===== src/program_memory_map.svh =====
// program memory map constants: region bounds, reset values, bank and pin counts
// assumes inclusion by bare name from the design files
`ifndef PROGRAM_MEMORY_MAP_SVH
`define PROGRAM_MEMORY_MAP_SVH

`define PM_ADDR_W          16
`define PM_VECTOR_LO       16'h0000
`define PM_VECTOR_HI       16'h003F
`define PM_RESET_VEC_LO    16'h0000
`define PM_RESET_VEC_HI    16'h0001
`define PM_TABLE_CALL_INSTRUCTION_LO        16'h0040
`define PM_TABLE_CALL_INSTRUCTION_HI        16'h007F
`define PM_OPTION_NORMAL   16'h0080
`define PM_OPTION_SWAP     16'h1080
`define PM_SEC_FLAG_NORMAL 16'h0084
`define PM_SEC_FLAG_SWAP   16'h1084
`define PM_SEC_CODE_NORMAL 16'h0085
`define PM_SEC_CODE_SWAP   16'h1085
`define PM_SEC_CODE_LEN    4'hA
`define PM_DEBUG_LO        16'h008F
`define PM_DEBUG_HI        16'h018F
`define PM_SHORT_DIRECT_CALL_INSTRUCTION_LO        16'h0800
`define PM_SHORT_DIRECT_CALL_INSTRUCTION_HI        16'h0FFF
`define PM_COMMON_HI       16'h7FFF
`define PM_BANK_LO         16'h8000
`define PM_BANK_HI         16'hBFFF
`define PM_FLAT60_HI       16'hEFFF
`define PM_BANK_COUNT      3'h6
`define PM_IMS_RESET       8'hCF
`define PM_IXS_RESET       8'h0C
`define PM_IMS_BANKED      8'hCC
`define PM_IXS_BANKED      8'h00
`define PM_ANALOG_PINS     8

`endif


===== src/program_memory_pkg.sv =====
// types for the program memory map decoder
// assumes the map header sits in the include path
package program_memory_pkg;
  // product variant of the flash array
  typedef enum logic [1:0] {
    VARIANT_FLAT32 = 2'h0,
    VARIANT_FLAT60 = 2'h1,
    VARIANT_BANKED = 2'h2
  } variant_e;

  // start-up sequence, gray coded along the path
  typedef enum logic [1:0] {
    BOOT_RD_LO  = 2'h0,
    BOOT_RD_HI  = 2'h1,
    BOOT_RUN    = 2'h3
  } boot_state_e;

  // region classification of a program address
  typedef enum logic [2:0] {
    REGION_VECTOR  = 3'h0,
    REGION_TABLE_CALL_INSTRUCTION   = 3'h1,
    REGION_OPTION  = 3'h2,
    REGION_SECURE  = 3'h3,
    REGION_DEBUG   = 3'h4,
    REGION_SHORT_DIRECT_CALL_INSTRUCTION   = 3'h5,
    REGION_PROGRAM = 3'h6,
    REGION_NONE    = 3'h7
  } region_e;
endpackage


===== src/region_decoder.sv =====
// combinational classification of a program address into its region
// assumes debug and swap levels already synchronised by the caller
`timescale 1ns/1ps
`include "program_memory_map.svh"
module region_decoder
  import program_memory_pkg::*;
(
  // address and mode
  input  wire logic [15:0] i_addr,
  input  wire logic        i_swap,
  input  wire logic        i_debug_variant,
  // result
  output region_e          o_region
);
  logic [15:0] opt_a;  // option byte location
  logic [15:0] flag_a; // security flag location
  logic [15:0] code_a; // security code base

  // pick swapped or normal locations
  always_comb begin
    opt_a  = i_swap ? `PM_OPTION_SWAP : `PM_OPTION_NORMAL;
    flag_a = i_swap ? `PM_SEC_FLAG_SWAP : `PM_SEC_FLAG_NORMAL;
    code_a = i_swap ? `PM_SEC_CODE_SWAP : `PM_SEC_CODE_NORMAL;
  end

  // first match wins, special bytes before wide areas
  always_comb begin
    if (i_addr <= `PM_VECTOR_HI) begin
      o_region = REGION_VECTOR;
    end else if (i_addr >= `PM_TABLE_CALL_INSTRUCTION_LO && i_addr <= `PM_TABLE_CALL_INSTRUCTION_HI) begin
      o_region = REGION_TABLE_CALL_INSTRUCTION;
    end else if (i_addr == opt_a) begin
      o_region = REGION_OPTION;
    end else if (i_debug_variant && (i_addr == flag_a ||
               (i_addr >= code_a && i_addr < code_a + 16'({12'h000, `PM_SEC_CODE_LEN})))) begin
      o_region = REGION_SECURE;
    end else if (i_addr >= `PM_DEBUG_LO && i_addr <= `PM_DEBUG_HI) begin
      o_region = REGION_DEBUG;
    end else if (i_addr >= `PM_SHORT_DIRECT_CALL_INSTRUCTION_LO && i_addr <= `PM_SHORT_DIRECT_CALL_INSTRUCTION_HI) begin
      o_region = REGION_SHORT_DIRECT_CALL_INSTRUCTION;
    end else begin
      o_region = REGION_PROGRAM;
    end
  end
endmodule


===== src/program_memory_map_decoder.sv =====
// program memory map decoder: variant decode, reset vector, option reads
// assumes a flash array with one-cycle registered read data
`timescale 1ns/1ps
`include "program_memory_map.svh"
module program_memory_map_decoder
  import program_memory_pkg::*;
#(
  parameter variant_e VARIANT        = VARIANT_BANKED,
  parameter logic     DEBUG_VARIANT  = 1'b1
)(
  // clock and reset
  input  wire logic        i_clk,
  input  wire logic        i_resetn,
  // core fetch path
  input  wire logic        i_fetch_req,
  input  wire logic [15:0] i_fetch_addr,
  input  wire logic        i_short_call,
  input  wire logic        i_pc_load,
  input  wire logic [15:0] i_pc_value,
  // setup software writes of the size selections
  input  wire logic        i_ims_we,
  input  wire logic        i_ixs_we,
  input  wire logic [7:0]  i_size_wdata,
  input  wire logic [2:0]  i_bank_sel,
  // pins from outside the clock domain
  input  wire logic        i_boot_swap,
  input  wire logic        i_debug_on,
  // flash array
  input  wire logic [7:0]  i_flash_rdata,
  output logic             o_flash_en,
  output logic [16:0]      o_flash_addr,
  // to the core
  output logic [15:0]      o_program_counter,
  output logic             o_core_run,
  output logic [7:0]       o_fetch_data,
  output logic             o_fetch_valid,
  output logic             o_fetch_fault,
  output logic [2:0]       o_fetch_region,
  // settings and pin modes
  output logic [7:0]       o_internal_memory_size_select,
  output logic [7:0]       o_expansion_ram_size_select,
  output logic [7:0]       o_option_byte,
  output logic [`PM_ANALOG_PINS-1:0] o_port2_analog_mode
);

  ////////////////////////////////////////////////////////////////////
  // pin synchronisers
  logic [2:0] swap_sync_q;   // boot swap strap, three stages
  logic [2:0] dbg_sync_q;    // debug enable, three stages
  logic       swap_q;        // accepted swap level
  logic       dbg_q;         // accepted debug level

  // shift pins in; only stages two and three are compared
  always_ff @(posedge i_clk or negedge i_resetn) begin
    if (!i_resetn) begin
      swap_sync_q <= 3'h0;
      dbg_sync_q  <= 3'h0;
    end else begin
      swap_sync_q <= {swap_sync_q[1:0], i_boot_swap};
      dbg_sync_q  <= {dbg_sync_q[1:0], i_debug_on};
    end
  end

  // change counts once stages two and three agree
  always_ff @(posedge i_clk or negedge i_resetn) begin
    if (!i_resetn) begin
      swap_q <= 1'b0;
      dbg_q  <= 1'b0;
    end else begin
      if (swap_sync_q[1] == swap_sync_q[2]) begin
        swap_q <= swap_sync_q[2];
      end
      if (dbg_sync_q[1] == dbg_sync_q[2]) begin
        dbg_q <= dbg_sync_q[2];
      end
    end
  end

  ////////////////////////////////////////////////////////////////////
  // size selections
  logic [7:0] ims_q; // internal memory size selection
  logic [7:0] ixs_q; // expansion ram size selection

  // fixed reset values whatever the variant; software rewrites them
  always_ff @(posedge i_clk or negedge i_resetn) begin
    if (!i_resetn) begin
      ims_q <= `PM_IMS_RESET;
      ixs_q <= `PM_IXS_RESET;
    end else begin
      if (i_ims_we) begin
        ims_q <= i_size_wdata;
      end
      if (i_ixs_we) begin
        ixs_q <= i_size_wdata;
      end
    end
  end

  ////////////////////////////////////////////////////////////////////
  // configured rom limit from the low nibble of the size selection
  logic [16:0] rom_limit; // first address past configured rom

  // low nibble picks the rom size; unknown codes give full space
  always_comb begin
    case (ims_q[3:0])
      4'h8:    rom_limit = 17'h08000;
      4'hC:    rom_limit = 17'h0C000;
      4'hF:    rom_limit = 17'h0F000;
      default: rom_limit = 17'h10000;
    endcase
  end

  ////////////////////////////////////////////////////////////////////
  // boot sequence and program counter
  boot_state_e boot_q;   // start-up state
  logic [15:0] pc_q;     // program counter
  logic [7:0]  vec_lo_q; // captured low vector byte
  logic [16:0] phys_d;   // physical flash address
  logic        in_rom_d; // address inside this variant's flash
  logic [15:0] fetch_a;  // address presented this cycle
  logic        fetch_go; // a flash read is asked for
  logic        core_go;    // a core request is taken this edge
  logic [1:0]  vec_a_q;    // vector read tag at the strobe: {high, low}
  logic [1:0]  vec_b_q;    // vector read tag while its data stands
  logic        vec_done_q; // reset vector loaded, core may start

  // the reset vector serves every cause since all share this reset
  always_ff @(posedge i_clk or negedge i_resetn) begin
    if (!i_resetn) begin
      boot_q   <= BOOT_RD_LO;
      vec_lo_q <= 8'h00;
      pc_q     <= 16'h0000;
      vec_done_q <= 1'b0;
    end else begin
      case (boot_q)
        BOOT_RD_LO: begin
          boot_q <= BOOT_RD_HI;
        end
        BOOT_RD_HI: begin
          boot_q   <= BOOT_RUN;
        end
        BOOT_RUN: begin
          // vector bytes stand one edge after their strobe
          if (vec_b_q[0]) begin
            vec_lo_q <= i_flash_rdata;
          end
          if (vec_b_q[1]) begin
            pc_q       <= {i_flash_rdata, vec_lo_q};
            vec_done_q <= 1'b1;
          end else if (i_pc_load && o_core_run) begin
            pc_q <= i_pc_value;
          end
        end
        default: begin
          boot_q <= BOOT_RD_LO;
        end
      endcase
    end
  end

  // vector reads during boot, else the core's address once it runs
  always_comb begin
    case (boot_q)
      BOOT_RD_LO: fetch_a = `PM_RESET_VEC_LO;
      BOOT_RD_HI: fetch_a = `PM_RESET_VEC_HI;
      default:    fetch_a = i_fetch_addr;
    endcase
    core_go  = o_core_run && i_fetch_req;
    fetch_go = (boot_q != BOOT_RUN) || core_go;
  end

  ////////////////////////////////////////////////////////////////////
  // variant decode to physical flash address
  always_comb begin
    phys_d   = {1'b0, fetch_a};
    in_rom_d = 1'b1;
    case (VARIANT)
      VARIANT_FLAT32: begin
        in_rom_d = (fetch_a <= `PM_COMMON_HI);
      end
      VARIANT_FLAT60: begin
        in_rom_d = (fetch_a <= `PM_FLAT60_HI);
      end
      VARIANT_BANKED: begin
        if (fetch_a <= `PM_COMMON_HI) begin
          phys_d = {1'b0, fetch_a};
        end else if (fetch_a <= `PM_BANK_HI && i_bank_sel < `PM_BANK_COUNT) begin
          // bank n sits above the common area in the array
          phys_d = 17'h08000 + {i_bank_sel, fetch_a[13:0]};
        end else begin
          in_rom_d = 1'b0;
        end
      end
      default: begin
        in_rom_d = 1'b0;
      end
    endcase
    // limit set by software beats the physical size
    if ({1'b0, fetch_a} >= rom_limit) begin
      in_rom_d = 1'b0;
    end
  end

  // region of the requested address
  region_e region_raw; // decoder result
  region_e region_d;   // debug area released when not debugging
  region_decoder u_region (
    .i_addr          (fetch_a),
    .i_swap          (swap_q),
    .i_debug_variant (DEBUG_VARIANT),
    .o_region        (region_raw)
  );

  // the debugger's command area is only special while debugging runs
  assign region_d = (region_raw == REGION_DEBUG && !dbg_q) ? REGION_PROGRAM : region_raw;

  logic short_direct_call_instruction_bad; // short call aimed outside its entry area
  assign short_direct_call_instruction_bad = core_go && i_short_call && (region_d != REGION_SHORT_DIRECT_CALL_INSTRUCTION);

  ////////////////////////////////////////////////////////////////////
  // flash request and return
  logic        pend_q;   // core read launched, strobe stands
  logic        fault_q;  // request refused
  logic        opt_rd_q; // read was the option byte
  region_e     reg_q;    // region of the launched read
  logic        pend2_q;  // core read data stands this cycle
  logic        fault2_q; // refusal, lined up with the data stage
  logic        opt2_q;   // option byte data stands this cycle
  region_e     reg2_q;   // region, lined up with the data stage
  logic        rd_ok;    // the flash may be read this edge

  assign rd_ok = fetch_go && in_rom_d && !short_direct_call_instruction_bad;

  // launch reads; refused ones never touch the flash
  always_ff @(posedge i_clk or negedge i_resetn) begin
    if (!i_resetn) begin
      o_flash_en   <= 1'b0;
      o_flash_addr <= 17'h00000;
      pend_q       <= 1'b0;
      fault_q      <= 1'b0;
      opt_rd_q     <= 1'b0;
      reg_q        <= REGION_NONE;
      vec_a_q      <= 2'h0;
    end else begin
      o_flash_en   <= rd_ok;
      o_flash_addr <= phys_d;
      pend_q       <= rd_ok && core_go;
      fault_q      <= core_go && (!in_rom_d || short_direct_call_instruction_bad);
      opt_rd_q     <= rd_ok && core_go && (region_d == REGION_OPTION);
      reg_q        <= region_d;
      vec_a_q      <= {boot_q == BOOT_RD_HI, boot_q == BOOT_RD_LO};
    end
  end

  // the flash registers its byte one edge after the strobe, so every
  // tag waits one more cycle to meet the data it belongs to
  always_ff @(posedge i_clk or negedge i_resetn) begin
    if (!i_resetn) begin
      pend2_q  <= 1'b0;
      fault2_q <= 1'b0;
      opt2_q   <= 1'b0;
      reg2_q   <= REGION_NONE;
      vec_b_q  <= 2'h0;
    end else begin
      pend2_q  <= pend_q;
      fault2_q <= fault_q;
      opt2_q   <= opt_rd_q;
      reg2_q   <= reg_q;
      vec_b_q  <= vec_a_q;
    end
  end

  // answers to the core, two edges after the taking edge
  always_ff @(posedge i_clk or negedge i_resetn) begin
    if (!i_resetn) begin
      o_fetch_data   <= 8'h00;
      o_fetch_valid  <= 1'b0;
      o_fetch_fault  <= 1'b0;
      o_fetch_region <= REGION_NONE;
      o_option_byte  <= 8'h00;
    end else begin
      o_fetch_valid  <= pend2_q;
      o_fetch_fault  <= fault2_q;
      o_fetch_data   <= pend2_q ? i_flash_rdata : 8'h00;
      o_fetch_region <= reg2_q;
      if (opt2_q) begin
        o_option_byte <= i_flash_rdata;
      end
    end
  end

  ////////////////////////////////////////////////////////////////////
  // outputs from flip-flops
  always_ff @(posedge i_clk or negedge i_resetn) begin
    if (!i_resetn) begin
      o_program_counter             <= 16'h0000;
      o_core_run                    <= 1'b0;
      o_internal_memory_size_select <= `PM_IMS_RESET;
      o_expansion_ram_size_select   <= `PM_IXS_RESET;
      o_port2_analog_mode           <= '1;
    end else begin
      o_program_counter             <= pc_q;
      o_core_run                    <= vec_done_q;
      o_internal_memory_size_select <= ims_q;
      o_expansion_ram_size_select   <= ixs_q;
      o_port2_analog_mode           <= o_port2_analog_mode;
    end
  end

endmodule


===== config.mk =====
export PLATFORM = sky130hd
export DESIGN_NAME = program_memory_map_decoder
export DESIGN_NICKNAME = d
export VERILOG_FILES = /design/src/program_memory_pkg.sv /design/src/region_decoder.sv /design/src/program_memory_map_decoder.sv
export VERILOG_INCLUDE_DIRS = /design/src /design/src/src
export SDC_FILE = /design/constraint.sdc
export NUM_CORES = 1
export LEC_CHECK = 0
export BUFFER_PORTS_ARGS = -buffer_cell sky130_fd_sc_hd__buf_4
export CORE_MARGIN = 10
export CORE_UTILIZATION = 45
export DETAILED_ROUTE_END_ITERATION = 6
export GPL_TIMING_DRIVEN = 1
export PLACE_DENSITY = 0.75
export SLEW_MARGIN = 25
export SYNTH_ARGS = -nofsm -noshare
export SYNTH_HDL_FRONTEND = slang
export SYNTH_SLANG_ARGS = --single-unit

===== constraint.sdc =====
create_clock -name i_clk -period 2.2 [get_ports i_clk]
set_input_delay 0.33 -clock i_clk [delete_from_list [all_inputs] [get_ports i_clk]]
set_output_delay 0.33 -clock i_clk [all_outputs]
set_load 0.02 [all_outputs]

==> impl_metrics.toml <==
[worst_setup_path]
endpoint_kind = "flop"
critical_path_class = "flop to flop"
cpMaxStageDelayCell = "dfstp_2"
start_kind = "flop"
path_cells = "nand3_1, o21ai_0, nand2_1, ha_1, and4_1, a31oi_1, o21ai_2, nor4b_2"
cpPeakStageDelay_ns = 0.58
worstPathRequired_ns = 2.61
worstPathMaxFanout = 6
crit_arrival_ns = 2.38

[route]
final_antenna_net_count = 0
drt_first_pass_iters = 4
via_count = 3167
drt-wirelength-per-cell_um = 17.43
avgViaCountPerCell = 4.910
route.detailed.drc = 0
drt_wl_total_um = 11240
drt_iter0_markers = 281

[synthesis]
ys_async_sr_fraction_pct = 100.0
syn_inst = 348
synth_edf_count = 0
syn_area_sq_mm = 0.005015
synth.avg_cell_area_sq_um = 14.41
yosysSeqAreaShare_pct = 69.99
synthFlopType = "dfrtp_1"
netlist.area_leader.share_pct = 56.89
synth_area_leaders = "dfrtp_1 (57%), dfstp_2 (13%), mux2_2 (7.2%), mux2i_1 (3.2%), and2_1 (2.5%)"
synth.distinct_cells = 47
yosysWarnings = 0
ys_ff_latch = 139
synth.largest_area_cell = "dfrtp_1"

[pwr]
power.internal_w = 0.004952
comb_power_share_pct = 9.7
seqPwrFrac_pct = 44.1
switchingPower_w = 0.001449
p_clk_share_pct = 46.1
power_switching_share_pct = 22.63
irDropWorstVdd_uv = 523.4
total_leakage_power_nw = 3.159
power_density_mw_per_mm2 = 939.3

[floorplan]
initial_core_util_pct = 46.06
fp.dieArea_sq_mm = 0.01577
dieWidth_um = 125.6
die_h_um = 125.6
rows = 38
core-area_sq_mm = 0.01089
io_pins = 140

[sta]
finClkSkew_ns = 0.008248
drv_slew = 0
rsz0062_at_grt = "no"
fmax_ghz = 0.5075
setup_viol = 0
finalSetupTns_ns = 0
hold_violations = 0
finalCritPeriodShare_pct = 89.57
fin_crit_ns = 1.971

[grt]
grt_pass1_wl_um = 18440
grt_max_degree = 61
grt_pass1_vias = 3463
antenna_found_initial = 0
grt_usage_pct = 14.71
overflow = 0

[clock_tree]
htreeDepth = 4
clkSinkCount = 139
cts_root_buffer = "clkbuf_8"
cts_tree = "done"
cts_buffers = 17
clock_path_buffers = 2
clk_pin_slew_worst_paths_ns = 0.06
insertion_delay_ns = 0.51
cts_resized = 0

[placed_design]
place_area_sq_mm = 0.006153
placed_cells = 610
place_hpwl_um = 8132
port_buffers = 131
gp_congestion = 0.8609

[finish]
nets = 560
drive_gt1_share_pct = 46.93
stdcell_count = 645
finalInstanceArea_sq_mm = 0.006815
diodes = 0
areaGrowthSynthToFinish_pct = 35.90

[flow_run]
drv_cap = 0

[min_path]
hold_class = "input pin to flop"

[run_status]
status = "finished clean"
## sequential cells by signal (all words and copies together), names as in the netlist, 8 cells and up
signal and flops:
o_option_byte 8, ims_q 8, o_program_counter 16, o_internal_memory_size_select 8, ixs_q 8, vec_lo_q 8, o_flash_addr 17, o_fetch_data 8
pc_q 16, o_expansion_ram_size_select 8
## final timing paths
check	slack, ns	startpoint	to	depth (start not counted)
min reg2reg	0.35	fault_q	fault2_q	0
max reg2reg	0.23	ims_q[0]	opt_rd_q	8
max in group asynchronous	1.14	i_resetn	o_fetch_region[2]	3
min	0.04	i_fetch_addr[4]	o_flash_addr[4]	2
min in group asynchronous	0.32	i_resetn	o_program_counter[9]	2
max	0.23	ims_q[0]	opt_rd_q	8
## cell usage after synthesis, drive strengths merged, types with 5 or more instances
cell / n
dfrtp: 114
mux2: 32
dfstp: 25
a21oi: 21
and2: 21
nor2: 21
mux2i: 16
clkbuf: 13
buf: 10
inv: 8
ha: 7
nand2: 6
nor2b: 6
o21ai: 6
nand3: 5
## critical path, delay by kind of cell, from the launching register on
family	cells	cell delay, ns
AO/OA/AOI/OAI	3	0.36
adder cells (fa/ha/maj)	1	0.30
flip-flops	1	0.58
AND/OR/NAND/NOR	4	0.62
## kinds of logic after synthesis
group | count (synthesis) | synth area share (%)
fa+ha+maj | 9 | 2.146
flops | 139 | 69.99
compound gates | 46 | 5.988
other cells | 1 | 0.07478
simple gates | 73 | 8.309
buf+inv | 31 | 2.944
mux | 48 | 10.38
xor+xnor | 1 | 0.1747
## final cells by class
cell class | count | area (sq um)
clock buffers | 20 | 455.4
clock inverters | 11 | 166.4
fillers | 868 | 4073
inverters | 8 | 30.03
multi-input cells | 185 | 1386
flip-flops and latches | 139 | 3510
well taps | 140 | 175.2
repair buffers | 142 | 1092
## layer usage
| metal | vias up | track usage, % | routed length (um) |
|---|---|---|---|
| li1 | 1475 | - | - |
| met1 | 1578 | 17.84 | 4722 |
| met2 | 99 | 23.20 | 5630 |
| met3 | 15 | 4.816 | 707 |
| met4 | 0 | 7.046 | 178 |
| met5 | - | 0 | 0 |
## power by group through the flow
stage	Sequential (W)	Combinational, W	Clock [W]
2_1_floorplan	0.00296	0.000180	0
3_3_place_gp	0.00286	0.000613	0
3_5_place_dp	0.00287	0.000624	0
4_1_cts	0.00283	0.000633	0.00302
5_1_grt	0.00285	0.000679	0.00312
6_report	0.00283	0.000621	0.00295
## what timing repair did
item                                   in CTS  in global routing
endpoints found under the hold margin      31                  0
hold buffers                                4                  0
setup buffers                               0                  0
## placed cells by master, fill, tap and decap left out, drive strengths merged, types with 3 or more instances in the layout
master	synthesis	final
buf	10	138
mux2	32	32
nor2	21	21
bufinv	0	4
clkinvlp	0	3
conb	1	8
dfstp	25	25
dfrtp	114	114
and2	21	21
nand3	5	5
inv	8	9
mux2i	16	16
nand2	6	6
clkbuf	13	20
or3	3	3
a21oi	21	21
nor2b	6	6
o31a	3	3
dlygate4sd3	0	4
o21ai	6	6
clkinv	0	3
ha	7	7
or4	3	3
## metrics by stage
| step | hold WS, ns | utilization, % | setup slack [ns] | total power, W |
|---|---|---|---|---|
| 6_report | 0.04051 | 62.59 | 0.2294 | 0.006401 |
| 5_1_grt | 0.03106 | 62.59 | 0.05234 | 0.006648 |
| 4_1_cts | 0.01684 | 62.59 | 0.2226 | 0.006478 |
| 3_5_place_dp | 0.3071 | 56.52 | 0.2260 | 0.003495 |
| 3_3_place_gp | 0.3043 | 56.52 | 0.2552 | 0.003475 |
| 2_1_floorplan | 0.03441 | - | 0.1247 | 0.003144 |
Power figures use the tool's default switching activity.
